File: config.mk
export PLATFORM = sky130hd
export DESIGN_NAME = dulc_top
export DESIGN_NICKNAME = d
export VERILOG_FILES = /design/src/dulc_pkg.sv /design/src/dulc_align.sv /design/src/dulc_top.sv
export VERILOG_INCLUDE_DIRS = /design/src /design/src/src
export SDC_FILE = /design/constraint.sdc
export NUM_CORES = 1
export LEC_CHECK = 0
export ABC_CLOCK_PERIOD_IN_PS = 5200
export BUFFER_PORTS_ARGS = -buffer_cell sky130_fd_sc_hd__buf_2
export CORE_MARGIN = 2
export CORE_UTILIZATION = 60
export DETAILED_ROUTE_END_ITERATION = 12
export MAX_ROUTING_LAYER = met4
export PLACE_DENSITY = 0.82
export REMOVE_ABC_BUFFERS = 1
export SLEW_MARGIN = 5
export SYNTH_ARGS = -nofsm -noshare
export SYNTH_HDL_FRONTEND = slang
export SYNTH_SLANG_ARGS = --single-unit
File: constraint.sdc
create_clock -name core_clk -period 5.2 [get_ports core_clk]
set_input_delay 0.52 -clock core_clk [delete_from_list [all_inputs] [get_ports core_clk]]
set_output_delay 0.52 -clock core_clk [all_outputs]
set_load 0.02 [all_outputs]
File: src/dulc_defs.svh
// register offsets, field positions, reset values for the converter update control
`ifndef DULC_DEFS_SVH
`define DULC_DEFS_SVH

// ----------------------------------------------------------------------------
// register offsets on the special function register bus
// ----------------------------------------------------------------------------
`define DULC_OFS_LOW0     8'hd2
`define DULC_OFS_HIGH0    8'hd3
`define DULC_OFS_CTRL0    8'hd4
`define DULC_CH_STRIDE    8'h03

// ----------------------------------------------------------------------------
// control register fields
// ----------------------------------------------------------------------------
`define DULC_EN_BIT       7
`define DULC_MD_HI        4
`define DULC_MD_LO        3
`define DULC_DF_HI        2
`define DULC_DF_LO        0
`define DULC_CTRL_MASK    8'h9f

// ----------------------------------------------------------------------------
// reset values
// ----------------------------------------------------------------------------
`define DULC_CTRL_RST     8'h00
`define DULC_BYTE_RST     8'h00
`define DULC_CODE_RST     12'h000

`endif

File: src/dulc_pkg.sv
// types shared by the converter update control
package dulc_pkg;

   // update source selected by the mode field
   typedef enum logic [1:0]
   {
      DULC_MODE_ON_DEMAND = 2'h0,
      DULC_MODE_TIMER3    = 2'h1,
      DULC_MODE_TIMER4    = 2'h2,
      DULC_MODE_TIMER2    = 2'h3
   } dulc_mode_t;

   // state of one converter
   typedef struct packed
   {
      logic [7:0]  ctrl;
      logic [7:0]  low_held;
      logic [7:0]  high_held;
      logic [7:0]  high_latch;
      logic [11:0] code;
      logic        update;
   } dulc_chan_t;

endpackage

File: src/dulc_align.sv
// data word alignment of a high/low byte pair into a 12-bit code
`timescale 1ns/1ps
module dulc_align
   import dulc_pkg::*;
(
   input  wire logic [7:0]  high_byte,
   input  wire logic [7:0]  low_byte,
   input  wire logic [2:0]  data_format,
   output logic      [11:0] code
);

   logic [15:0] pair;
   logic [15:0] shifted;

   // ----------------------------------------------------------------------------
   // upper bits right-justified in the high byte, the rest left-justified low
   // ----------------------------------------------------------------------------
   always_comb
   begin
      pair = {high_byte, low_byte};
      if (data_format[2])
      begin
         shifted = pair >> 4;
      end
      else
      begin
         shifted = pair >> data_format[1:0];
      end
      code = shifted[11:0];
   end

endmodule

File: src/dulc_top.sv
// two 12-bit converter data holding, update scheduling and read-back logic
//
// Contract
// each converter takes codes 0x000 to 0xfff, zero is zero output.
// enable cleared puts output pin high-impedance and converter in shutdown.
// low byte read returns the last value written to it.
// high byte read returns the value in the high-byte input latch.
// mode 00 transfers held data to the latch on each high byte write.
// on-demand mode holds low byte writes until the next high byte write.
// software writes low byte first, high byte second for full resolution.
// for 8-bit use, low byte set once, then only high byte written.
// modes 01, 10, 11 hold writes until timer 3, 4 or 2 overflow.
// on the selected overflow both held bytes are latched together.
// format field bits 2:0 picks one of five word alignments.
// second converter behaves the same with its own registers.
// formats 000 to 011 put 4 to 7 upper bits high, 1xx eight.
// control bit 7 enables the output pin and leaves shutdown.
// after reset held data and latches are zero.
`timescale 1ns/1ps
`include "dulc_defs.svh"
module dulc_top
   import dulc_pkg::*;
#(
   parameter int NUM_CH = 2
)
(
   input  wire logic                   core_clk,
   input  wire logic                   reset_n,
   input  wire logic [7:0]             sfr_addr,
   input  wire logic                   sfr_wr_en,
   input  wire logic [7:0]             sfr_wdata,
   input  wire logic                   tmr2_ovf,
   input  wire logic                   tmr3_ovf,
   input  wire logic                   tmr4_ovf,
   output logic      [7:0]             sfr_rdata,
   output logic                        sfr_hit,
   output logic      [NUM_CH*12-1:0]   conv_code,
   output logic      [NUM_CH-1:0]      conv_out_en,
   output logic      [NUM_CH-1:0]      conv_shutdown,
   output logic      [NUM_CH-1:0]      conv_update
);

   typedef struct packed
   {
      dulc_chan_t [NUM_CH-1:0] chan;
   } dulc_state_t;

   dulc_state_t             st;
   dulc_state_t             next_st;

   logic [NUM_CH-1:0]       wr_low;
   logic [NUM_CH-1:0]       wr_high;
   logic [NUM_CH-1:0]       wr_ctrl;
   logic [NUM_CH-1:0]       xfer;
   logic [NUM_CH-1:0][7:0]  merged_low;
   logic [NUM_CH-1:0][7:0]  merged_high;
   logic [NUM_CH-1:0][11:0] aligned;
   logic [NUM_CH-1:0][7:0]  base_addr;

   // ----------------------------------------------------------------------------
   // per-converter decode, update source and alignment
   // ----------------------------------------------------------------------------
   genvar gi;
   generate
      for (gi = 0; gi < NUM_CH; gi++)
      begin : g_chan
         dulc_mode_t mode;

         // converters sit in consecutive groups of three registers
         assign base_addr[gi] = `DULC_OFS_LOW0 + 8'(gi) * `DULC_CH_STRIDE;
         assign wr_low[gi]    = sfr_wr_en && (sfr_addr == base_addr[gi]);
         assign wr_high[gi]   = sfr_wr_en && (sfr_addr == base_addr[gi] + 8'h01);
         assign wr_ctrl[gi]   = sfr_wr_en && (sfr_addr == base_addr[gi] + 8'h02);
         assign mode          = dulc_mode_t'(st.chan[gi].ctrl[`DULC_MD_HI:`DULC_MD_LO]);

         // a write landing with the overflow is taken into the same transfer
         assign merged_low[gi]  = wr_low[gi] ? sfr_wdata : st.chan[gi].low_held;
         assign merged_high[gi] = wr_high[gi] ? sfr_wdata : st.chan[gi].high_held;

         always_comb
         begin
            case (mode)
               DULC_MODE_ON_DEMAND: xfer[gi] = wr_high[gi];
               DULC_MODE_TIMER3:    xfer[gi] = tmr3_ovf;
               DULC_MODE_TIMER4:    xfer[gi] = tmr4_ovf;
               DULC_MODE_TIMER2:    xfer[gi] = tmr2_ovf;
               default:             xfer[gi] = 1'b0;
            endcase
         end

         dulc_align u_align
         (
            .high_byte   (merged_high[gi]),
            .low_byte    (merged_low[gi]),
            .data_format (st.chan[gi].ctrl[`DULC_DF_HI:`DULC_DF_LO]),
            .code        (aligned[gi])
         );

         assign conv_code[gi*12 +: 12] = st.chan[gi].code;
         assign conv_out_en[gi]        = st.chan[gi].ctrl[`DULC_EN_BIT];
         assign conv_shutdown[gi]      = !st.chan[gi].ctrl[`DULC_EN_BIT];
         assign conv_update[gi]        = st.chan[gi].update;
      end
   endgenerate

   // ----------------------------------------------------------------------------
   // next state
   // ----------------------------------------------------------------------------
   always_comb
   begin
      next_st = st;
      for (int i = 0; i < NUM_CH; i++)
      begin
         next_st.chan[i].update = 1'b0;
         if (wr_ctrl[i])
         begin
            // unused bits 6:5 are dropped so they read back as zero
            next_st.chan[i].ctrl = sfr_wdata & `DULC_CTRL_MASK;
         end
         next_st.chan[i].low_held  = merged_low[i];
         next_st.chan[i].high_held = merged_high[i];
         if (xfer[i])
         begin
            // both bytes move together so the output never shows a half word
            next_st.chan[i].high_latch = merged_high[i];
            next_st.chan[i].code       = aligned[i];
            next_st.chan[i].update     = 1'b1;
         end
      end
   end

   always_ff @(posedge core_clk)
   begin
      if (!reset_n)
      begin
         for (int i = 0; i < NUM_CH; i++)
         begin
            st.chan[i].ctrl       <= `DULC_CTRL_RST;
            st.chan[i].low_held   <= `DULC_BYTE_RST;
            st.chan[i].high_held  <= `DULC_BYTE_RST;
            st.chan[i].high_latch <= `DULC_BYTE_RST;
            st.chan[i].code       <= `DULC_CODE_RST;
            st.chan[i].update     <= 1'b0;
         end
      end
      else
      begin
         st <= next_st;
      end
   end

   // ----------------------------------------------------------------------------
   // read-back; combinational mux of registered values, zero when unmapped
   // ----------------------------------------------------------------------------
   always_comb
   begin
      sfr_rdata = 8'h00;
      sfr_hit   = 1'b0;
      for (int i = 0; i < NUM_CH; i++)
      begin
         if (sfr_addr == base_addr[i])
         begin
            sfr_rdata = st.chan[i].low_held;
            sfr_hit   = 1'b1;
         end
         else if (sfr_addr == base_addr[i] + 8'h01)
         begin
            // the held high byte is not visible until it is latched
            sfr_rdata = st.chan[i].high_latch;
            sfr_hit   = 1'b1;
         end
         else if (sfr_addr == base_addr[i] + 8'h02)
         begin
            sfr_rdata = st.chan[i].ctrl;
            sfr_hit   = 1'b1;
         end
      end
   end

   // ----------------------------------------------------------------------------
   // checks per converter
   // ----------------------------------------------------------------------------
   generate
      for (gi = 0; gi < NUM_CH; gi++)
      begin : g_chk
         low_readback_a: assert property (@(posedge core_clk) disable iff (!reset_n)
            wr_low[gi] ##1 (sfr_addr == base_addr[gi] && !sfr_wr_en)
            |-> sfr_rdata == $past(sfr_wdata))
            else $error("low byte read-back differs from last write");

         high_readback_a: assert property (@(posedge core_clk) disable iff (!reset_n)
            (wr_high[gi] && !xfer[gi]) ##1 (sfr_addr == base_addr[gi] + 8'h01)
            |-> sfr_rdata == $past(st.chan[gi].high_latch))
            else $error("held high byte visible before latching");

         ondemand_update_a: assert property (@(posedge core_clk) disable iff (!reset_n)
            (wr_high[gi] && st.chan[gi].ctrl[4:3] == 2'b00 && st.chan[gi].ctrl[2])
            |=> conv_update[gi] && st.chan[gi].code[11:4] == $past(sfr_wdata))
            else $error("high byte write did not update output");

         low_hold_a: assert property (@(posedge core_clk) disable iff (!reset_n)
            (st.chan[gi].ctrl[4:3] == 2'b00 && !wr_high[gi])
            |=> $stable(st.chan[gi].code) && !conv_update[gi])
            else $error("output changed without high byte write");

         timer_hold_a: assert property (@(posedge core_clk) disable iff (!reset_n)
            (st.chan[gi].ctrl[4:3] != 2'b00 && !xfer[gi])
            |=> $stable(st.chan[gi].code))
            else $error("output changed without timer overflow");

         timer_copy_a: assert property (@(posedge core_clk) disable iff (!reset_n)
            (st.chan[gi].ctrl[4:3] == 2'b01 && tmr3_ovf)
            |=> conv_update[gi] && st.chan[gi].high_latch == $past(merged_high[gi])
                && st.chan[gi].code == $past(aligned[gi]))
            else $error("timer 3 overflow did not latch held data");

         timer_select_a: assert property (@(posedge core_clk) disable iff (!reset_n)
            (st.chan[gi].ctrl[4:3] == 2'b10 && !tmr4_ovf) |=> !conv_update[gi])
            else $error("update without timer 4 overflow");

         format_zero_a: assert property (@(posedge core_clk) disable iff (!reset_n)
            (xfer[gi] && st.chan[gi].ctrl[2:0] == 3'b000)
            |=> st.chan[gi].code == {$past(merged_high[gi][3:0]), $past(merged_low[gi])})
            else $error("format 000 alignment wrong");

         format_eight_a: assert property (@(posedge core_clk) disable iff (!reset_n)
            (xfer[gi] && st.chan[gi].ctrl[2])
            |=> st.chan[gi].code == {$past(merged_high[gi]), $past(merged_low[gi][7:4])})
            else $error("format 1xx alignment wrong");

         enable_off_a: assert property (@(posedge core_clk) disable iff (!reset_n)
            (wr_ctrl[gi] && !sfr_wdata[7])
            |=> !conv_out_en[gi] && conv_shutdown[gi])
            else $error("disabled converter still drives its pin");

         reset_clear_a: assert property (@(posedge core_clk)
            !reset_n |=> (!reset_n || (st.chan[gi].code == 12'h000
                && st.chan[gi].high_latch == 8'h00 && !conv_out_en[gi])))
            else $error("converter state not cleared by reset");
      end
   endgenerate

endmodule

* Word level (Yosys, flattened, before mapping) *
Index checks and enable logic that the tools add are counted.

operators by class
  mux-type cells = 22
  reductions and logical operators = 10
  order comparisons = 0
  bitwise gates (word level) = 0
  add/subtract/negate cells = 0
  divide/modulo/power cells = 0
  equal/unequal tests = 12
  multipliers = 0
  shift-type cells = 2

operator list
  cell                                                                   number
  8-bit two-way mux                                                      10
  8-bit equality test, second input constant                             6
  16-bit by 2-bit right shift with 12-bit output                         2
  12-bit two-way mux                                                     2
  2-bit equality test, second input constant                             4
  1-bit two-way mux                                                      8
  1-bit one-hot mux with 4 select lines                                  2
  1-bit logical AND                                                      6
  2-bit by 1-bit equality test with 1-bit output, second input constant  2
  2-bit zero test                                                        2
  1-bit zero test                                                        2

storage, ports and cells
  logic and storage cells = 58
  memories kept = 0
  bits in writable memories = 0
  bits in read-only memories = 0
  latch bits = 0
  input bits = 22
  flip-flop bits (word level) = 86
  output and inout port bits = 39

* Longest topological paths before layout *
  depth in word-level cells = 7
  depth in mapped cells = 10
  depth with buffers taken out = 7

* Cells and area by module *
Synthesis repeated with hierarchy kept, for this count alone.

second synthesis, totals
  cells, all modules = 561
  area total of the unflattened synthesis = 4901.0 um2

modules (own cells, without submodules)
  module      cells an instance  area each (um2)  sequential area each (um2)  instances
  dulc_top    473                4202.8           1721.7                      1
  dulc_align  44                 349.1            0.0                         2

* Worst setup path before layout *
Ideal clock, no wire load.

  path kind = input to register
  from = input sfr_addr[0]
  to = register st (netlist bit conv_code[19])
  stages on the path = 8
  setup time = 0.117 ns
  path buffers = 2
  slack = 2.776 ns
  arrival = 2.307 ns
  data required time = 5.083 ns
  cells stage by stage = buf_4 nand2b_1 nor4_1 buf_4 mux2i_1 mux2i_1 or2_0 a32o_1

on the way
  word-level cells in the longest chain between the ends = 5
  elaborated cells on any way between the ends = 9
  classes of those cells = eq/ne: 2; shift: 1; mux: 4; reduce/logical: 2

RTL lines
  element                                         RTL line                        source
  start, declared                                 dulc_top.sv:29                  input wire logic [7:0] sfr_addr,
  8-bit equality test, on equally long branches   dulc_top.sv:71, dulc_top.sv:72
  1-bit logical AND, on equally long branches     dulc_top.sv:71, dulc_top.sv:72
  8-bit two-way mux, on equally long branches     dulc_top.sv:77, dulc_top.sv:78
  16-bit by 2-bit right shift with 12-bit output  dulc_align.sv:27                shifted = pair >> data_format[1:0];
  12-bit two-way mux                              dulc_align.sv:21                if (data_format[2])
  end signal, assigned                            dulc_top.sv:148                 st <= next_st;
  end, declared                                   dulc_top.sv:48                  dulc_state_t st;

Parallel ways exist; a longest one is shown, timed or not.
A chain may end at the register's enable or synchronous reset.

* Final worst setup path *
  from = input sfr_addr[2]
  to = register st (netlist bit conv_code[6])

Same word-level chain as after synthesis.

==> results.py <==
metrics = {
    "setup_path": {
        "cp_data_arrival_time_ns": 3.27,
        "end_kind": "register",
        "start_kind": "input pin",
        "max_stage_delay_ns": 0.84,
        "critPathRequiredTime_ns": 5.49,
        "r2r_slack_ns": 3.03,
        "crit_path_cell_trace": "buf_2 -> and3b_1 -> nor4b_4 -> mux4_2 -> and2_1 -> nand2_1 -> o22ai_1",
        "crit_type": "in -> reg",
        "crit_slowest_cell": "mux4_2",
        "critical_path.max_fanout": 37,
    },
    "sta": {
        "worst_slew_pin_slew_ns": 1.041,
        "setup_viol": 0,
        "final.setup.tns_ns": 0,
        "rsz0062_at_grt": "false",
        "hold_viol_final": 0,
        "timing.final.crit_period_ns": 2.984,
        "finalCritPeriodShare_pct": 57.39,
        "skew_ns": 0.009722,
        "max_freq_mhz": 335.1,
        "maxSlewHeadroom_pct": 30.32,
        "slew_viol_final": 0,
        "hold_ws_ns": 0.4575,
    },
    "yosys": {
        "synthArstFlopShare_pct": 0,
        "ys_seq_area_share_pct": 36.80,
        "yosysUniqueCellTypes": 51,
        "synth-xor-area-share_pct": 0,
        "synthAdderAreaFrac_pct": 0,
        "synth_edf_count": 0,
        "synth_top_family_by_area": "multiplexers",
        "synthSimpleGateAreaFrac_pct": 15.86,
        "syn_area_per_cell_sq_um": 8.894,
        "yosys_warnings": 0,
        "synth.ff_latch_count": 86,
        "synthFlopType": "dfxtp_1",
        "synthMuxAreaShare_pct": 20.78,
        "syn_area_sq_um": 4678,
        "synth_compound_area_share_pct": 17.09,
        "syn_inst": 526,
    },
    "routing": {
        "dr.pass1.iters": 5,
        "finalWirelength_um": 12000,
        "routedWlPerCell_um": 18.78,
        "dr.first_iter.drc_count": 478,
        "drc": 0,
        "ant_nets": 0,
        "num_vias": 4077,
        "viasPerCell": 6.380,
    },
    "layout": {
        "fill_cells": 619,
        "final_common_cell": "dfxtp_1",
        "mostFrequentLayoutCells": "dfxtp_1, nor2_1, mux2i_1, buf_2, nand2_1",
        "area_growth_pct": 6.392,
        "multi_input_area_sq_um": 2520,
        "nNetsFinal": 554,
        "seqCellArea_sq_um": 1722,
        "diodes": 0,
        "drive_gt1_share_pct": 18.81,
    },
    "pwr": {
        "p_leak_uw": 0.001784,
        "power_density_nw_per_um2": 261.5,
        "vdd_ir_drop_max_uv": 151.9,
    },
    "clock_network": {
        "cts_tree": "built",
        "ctsHtreeMaxLevel": 3,
        "cts_sinks": 86,
        "post-cts-setup-buffer-count": 0,
        "ctsLongestPathBuffers": 2,
        "clkTransAtPathRegs_ns": 0.09,
        "hold_buffers": 0,
        "cts_root_buf": "clkbuf_8",
        "cts_resized": 0,
        "cts_buffers": 9,
        "clock_latency_ns": 0.37,
    },
    "global_route": {
        "grt_pass1_vias": 3859,
        "antenna_found_initial": 0,
        "grt_usage_pct": 29.19,
        "grt.overflow.total": 0,
        "grt_pass1_wl_um": 19180,
        "grt_max_degree": 65,
    },
    "floorplanning": {
        "die_h_um": 92.30,
        "initial_utilization_pct": 61.17,
        "die_area_sq_um": 8519,
        "coreArea_sq_um": 7647,
        "fp.dieW_um": 92.30,
        "ios": 61,
        "rows": 32,
    },
    "place": {
        "detailed_place_hpwl_um": 8148,
        "gp_congestion": 0.9224,
        "port_buffers": 60,
    },
    "job": {
        "cap_viol_max_count": 0,
    },
    "hold_path": {
        "hold_class": "reg -> reg",
    },
    "outcome": {
        "status": "complete, no violations",
    },
}
-- cell type report --
type | count | share of cell area [%]
Inverter | 10 | 0.7541
Multi-Input combinational cell | 362 | 50.63
Clock buffer | 11 | 2.841
Timing Repair Buffer | 63 | 6.486
Sequential cell | 86 | 34.59
Tap cell | 102 | 2.564
Clock inverter | 5 | 2.137
-- Yosys cell counts (all sizes together) (3+ instances only) --
library cell | number | share of area (%)
a211oi | 21 | 3.5
a21oi | 19 | 2.0
a22oi | 9 | 1.4
a31oi | 7 | 0.94
buf | 43 | 6.7
clkbuf | 25 | 2.0
dfxtp | 86 | 37
inv | 9 | 0.72
mux2 | 6 | 1.4
mux2i | 81 | 17
mux4 | 4 | 1.9
nand2 | 33 | 2.6
nand2b | 8 | 1.1
nor2 | 84 | 6.7
nor2b | 5 | 0.67
nor3 | 6 | 0.64
o21ai | 18 | 1.9
o22a | 6 | 1.1
o22ai | 19 | 2.5
o31ai | 3 | 0.48
or2 | 4 | 0.54
-- registers in the layout, indices dropped and copies added (netlist names) --
| signal | flops |
|---|---|
| conv_out_en | 2 |
| st | 54 |
| conv_update | 2 |
| g_chan.mode | 4 |
| conv_code | 24 |
-- report_power, final --
part	switching (uW)	leakage [uW]	internal, uW	total (uW)
combinational	46.1	0.000972	19.4	65.5
clock	243	0.000120	333	576
sequential	0.992	0.000692	659	660
-- worst max-delay path, delay by kind of cell --
kind | cells | cell delay, ns
muxes | 1 | 0.84
and+or+nand+nor | 4 | 1.60
buffers and inverters | 1 | 0.15
AOI/OAI and AO/OA | 1 | 0.15
-- cells by family (layout without fill, tap and decap cells) --
group                  Yosys count  count (layout)
buffers and inverters           78              89
muxes                           91              91
and+or+nand+nor                153             153
AOI/OAI and AO/OA              118             118
DFF                             86              86
-- worst paths after layout --
check                              from                    endpoint  depth (start not counted)
max reg2reg         st[38]$_SDFFE_PN0P_   conv_code[9]$_SDFFE_PN0P_                          4
min          conv_code[13]$_SDFFE_PN0P_  conv_code[13]$_SDFFE_PN0P_                          2
min reg2reg  conv_code[13]$_SDFFE_PN0P_  conv_code[13]$_SDFFE_PN0P_                          2
max                         sfr_addr[2]   conv_code[6]$_SDFFE_PN0P_                          7
-- per-layer routing --
metal | track usage, % | up-vias | part of all wire, %
li1 | - | 1863 | -
met1 | 39.58 | 1930 | 43
met2 | 43.07 | 253 | 45
met3 | 6.103 | 31 | 9.2
met4 | 11.19 | 0 | 2.7
met5 | - | - | 0
-- stage by stage --
| step | power, uW | area, sq um | worst slack, ns | cells | utilization (%) |
|---|---|---|---|---|---|
| global route | 1336 | 4977 | 2.045 | 639 | 65.09 |
| detailed placement | 739.0 | 4730 | 1.901 | 623 | 61.85 |
| floorplan | 705.1 | 4273 | 1.633 | 458 | - |
| CTS | 1298 | 4977 | 2.272 | 639 | 65.09 |
| global placement | 737.5 | 4730 | 2.011 | 623 | 61.85 |
| finish | 1301 | 4977 | 2.216 | 639 | 65.09 |
Note: power is estimated with default switching activity, not from simulation.
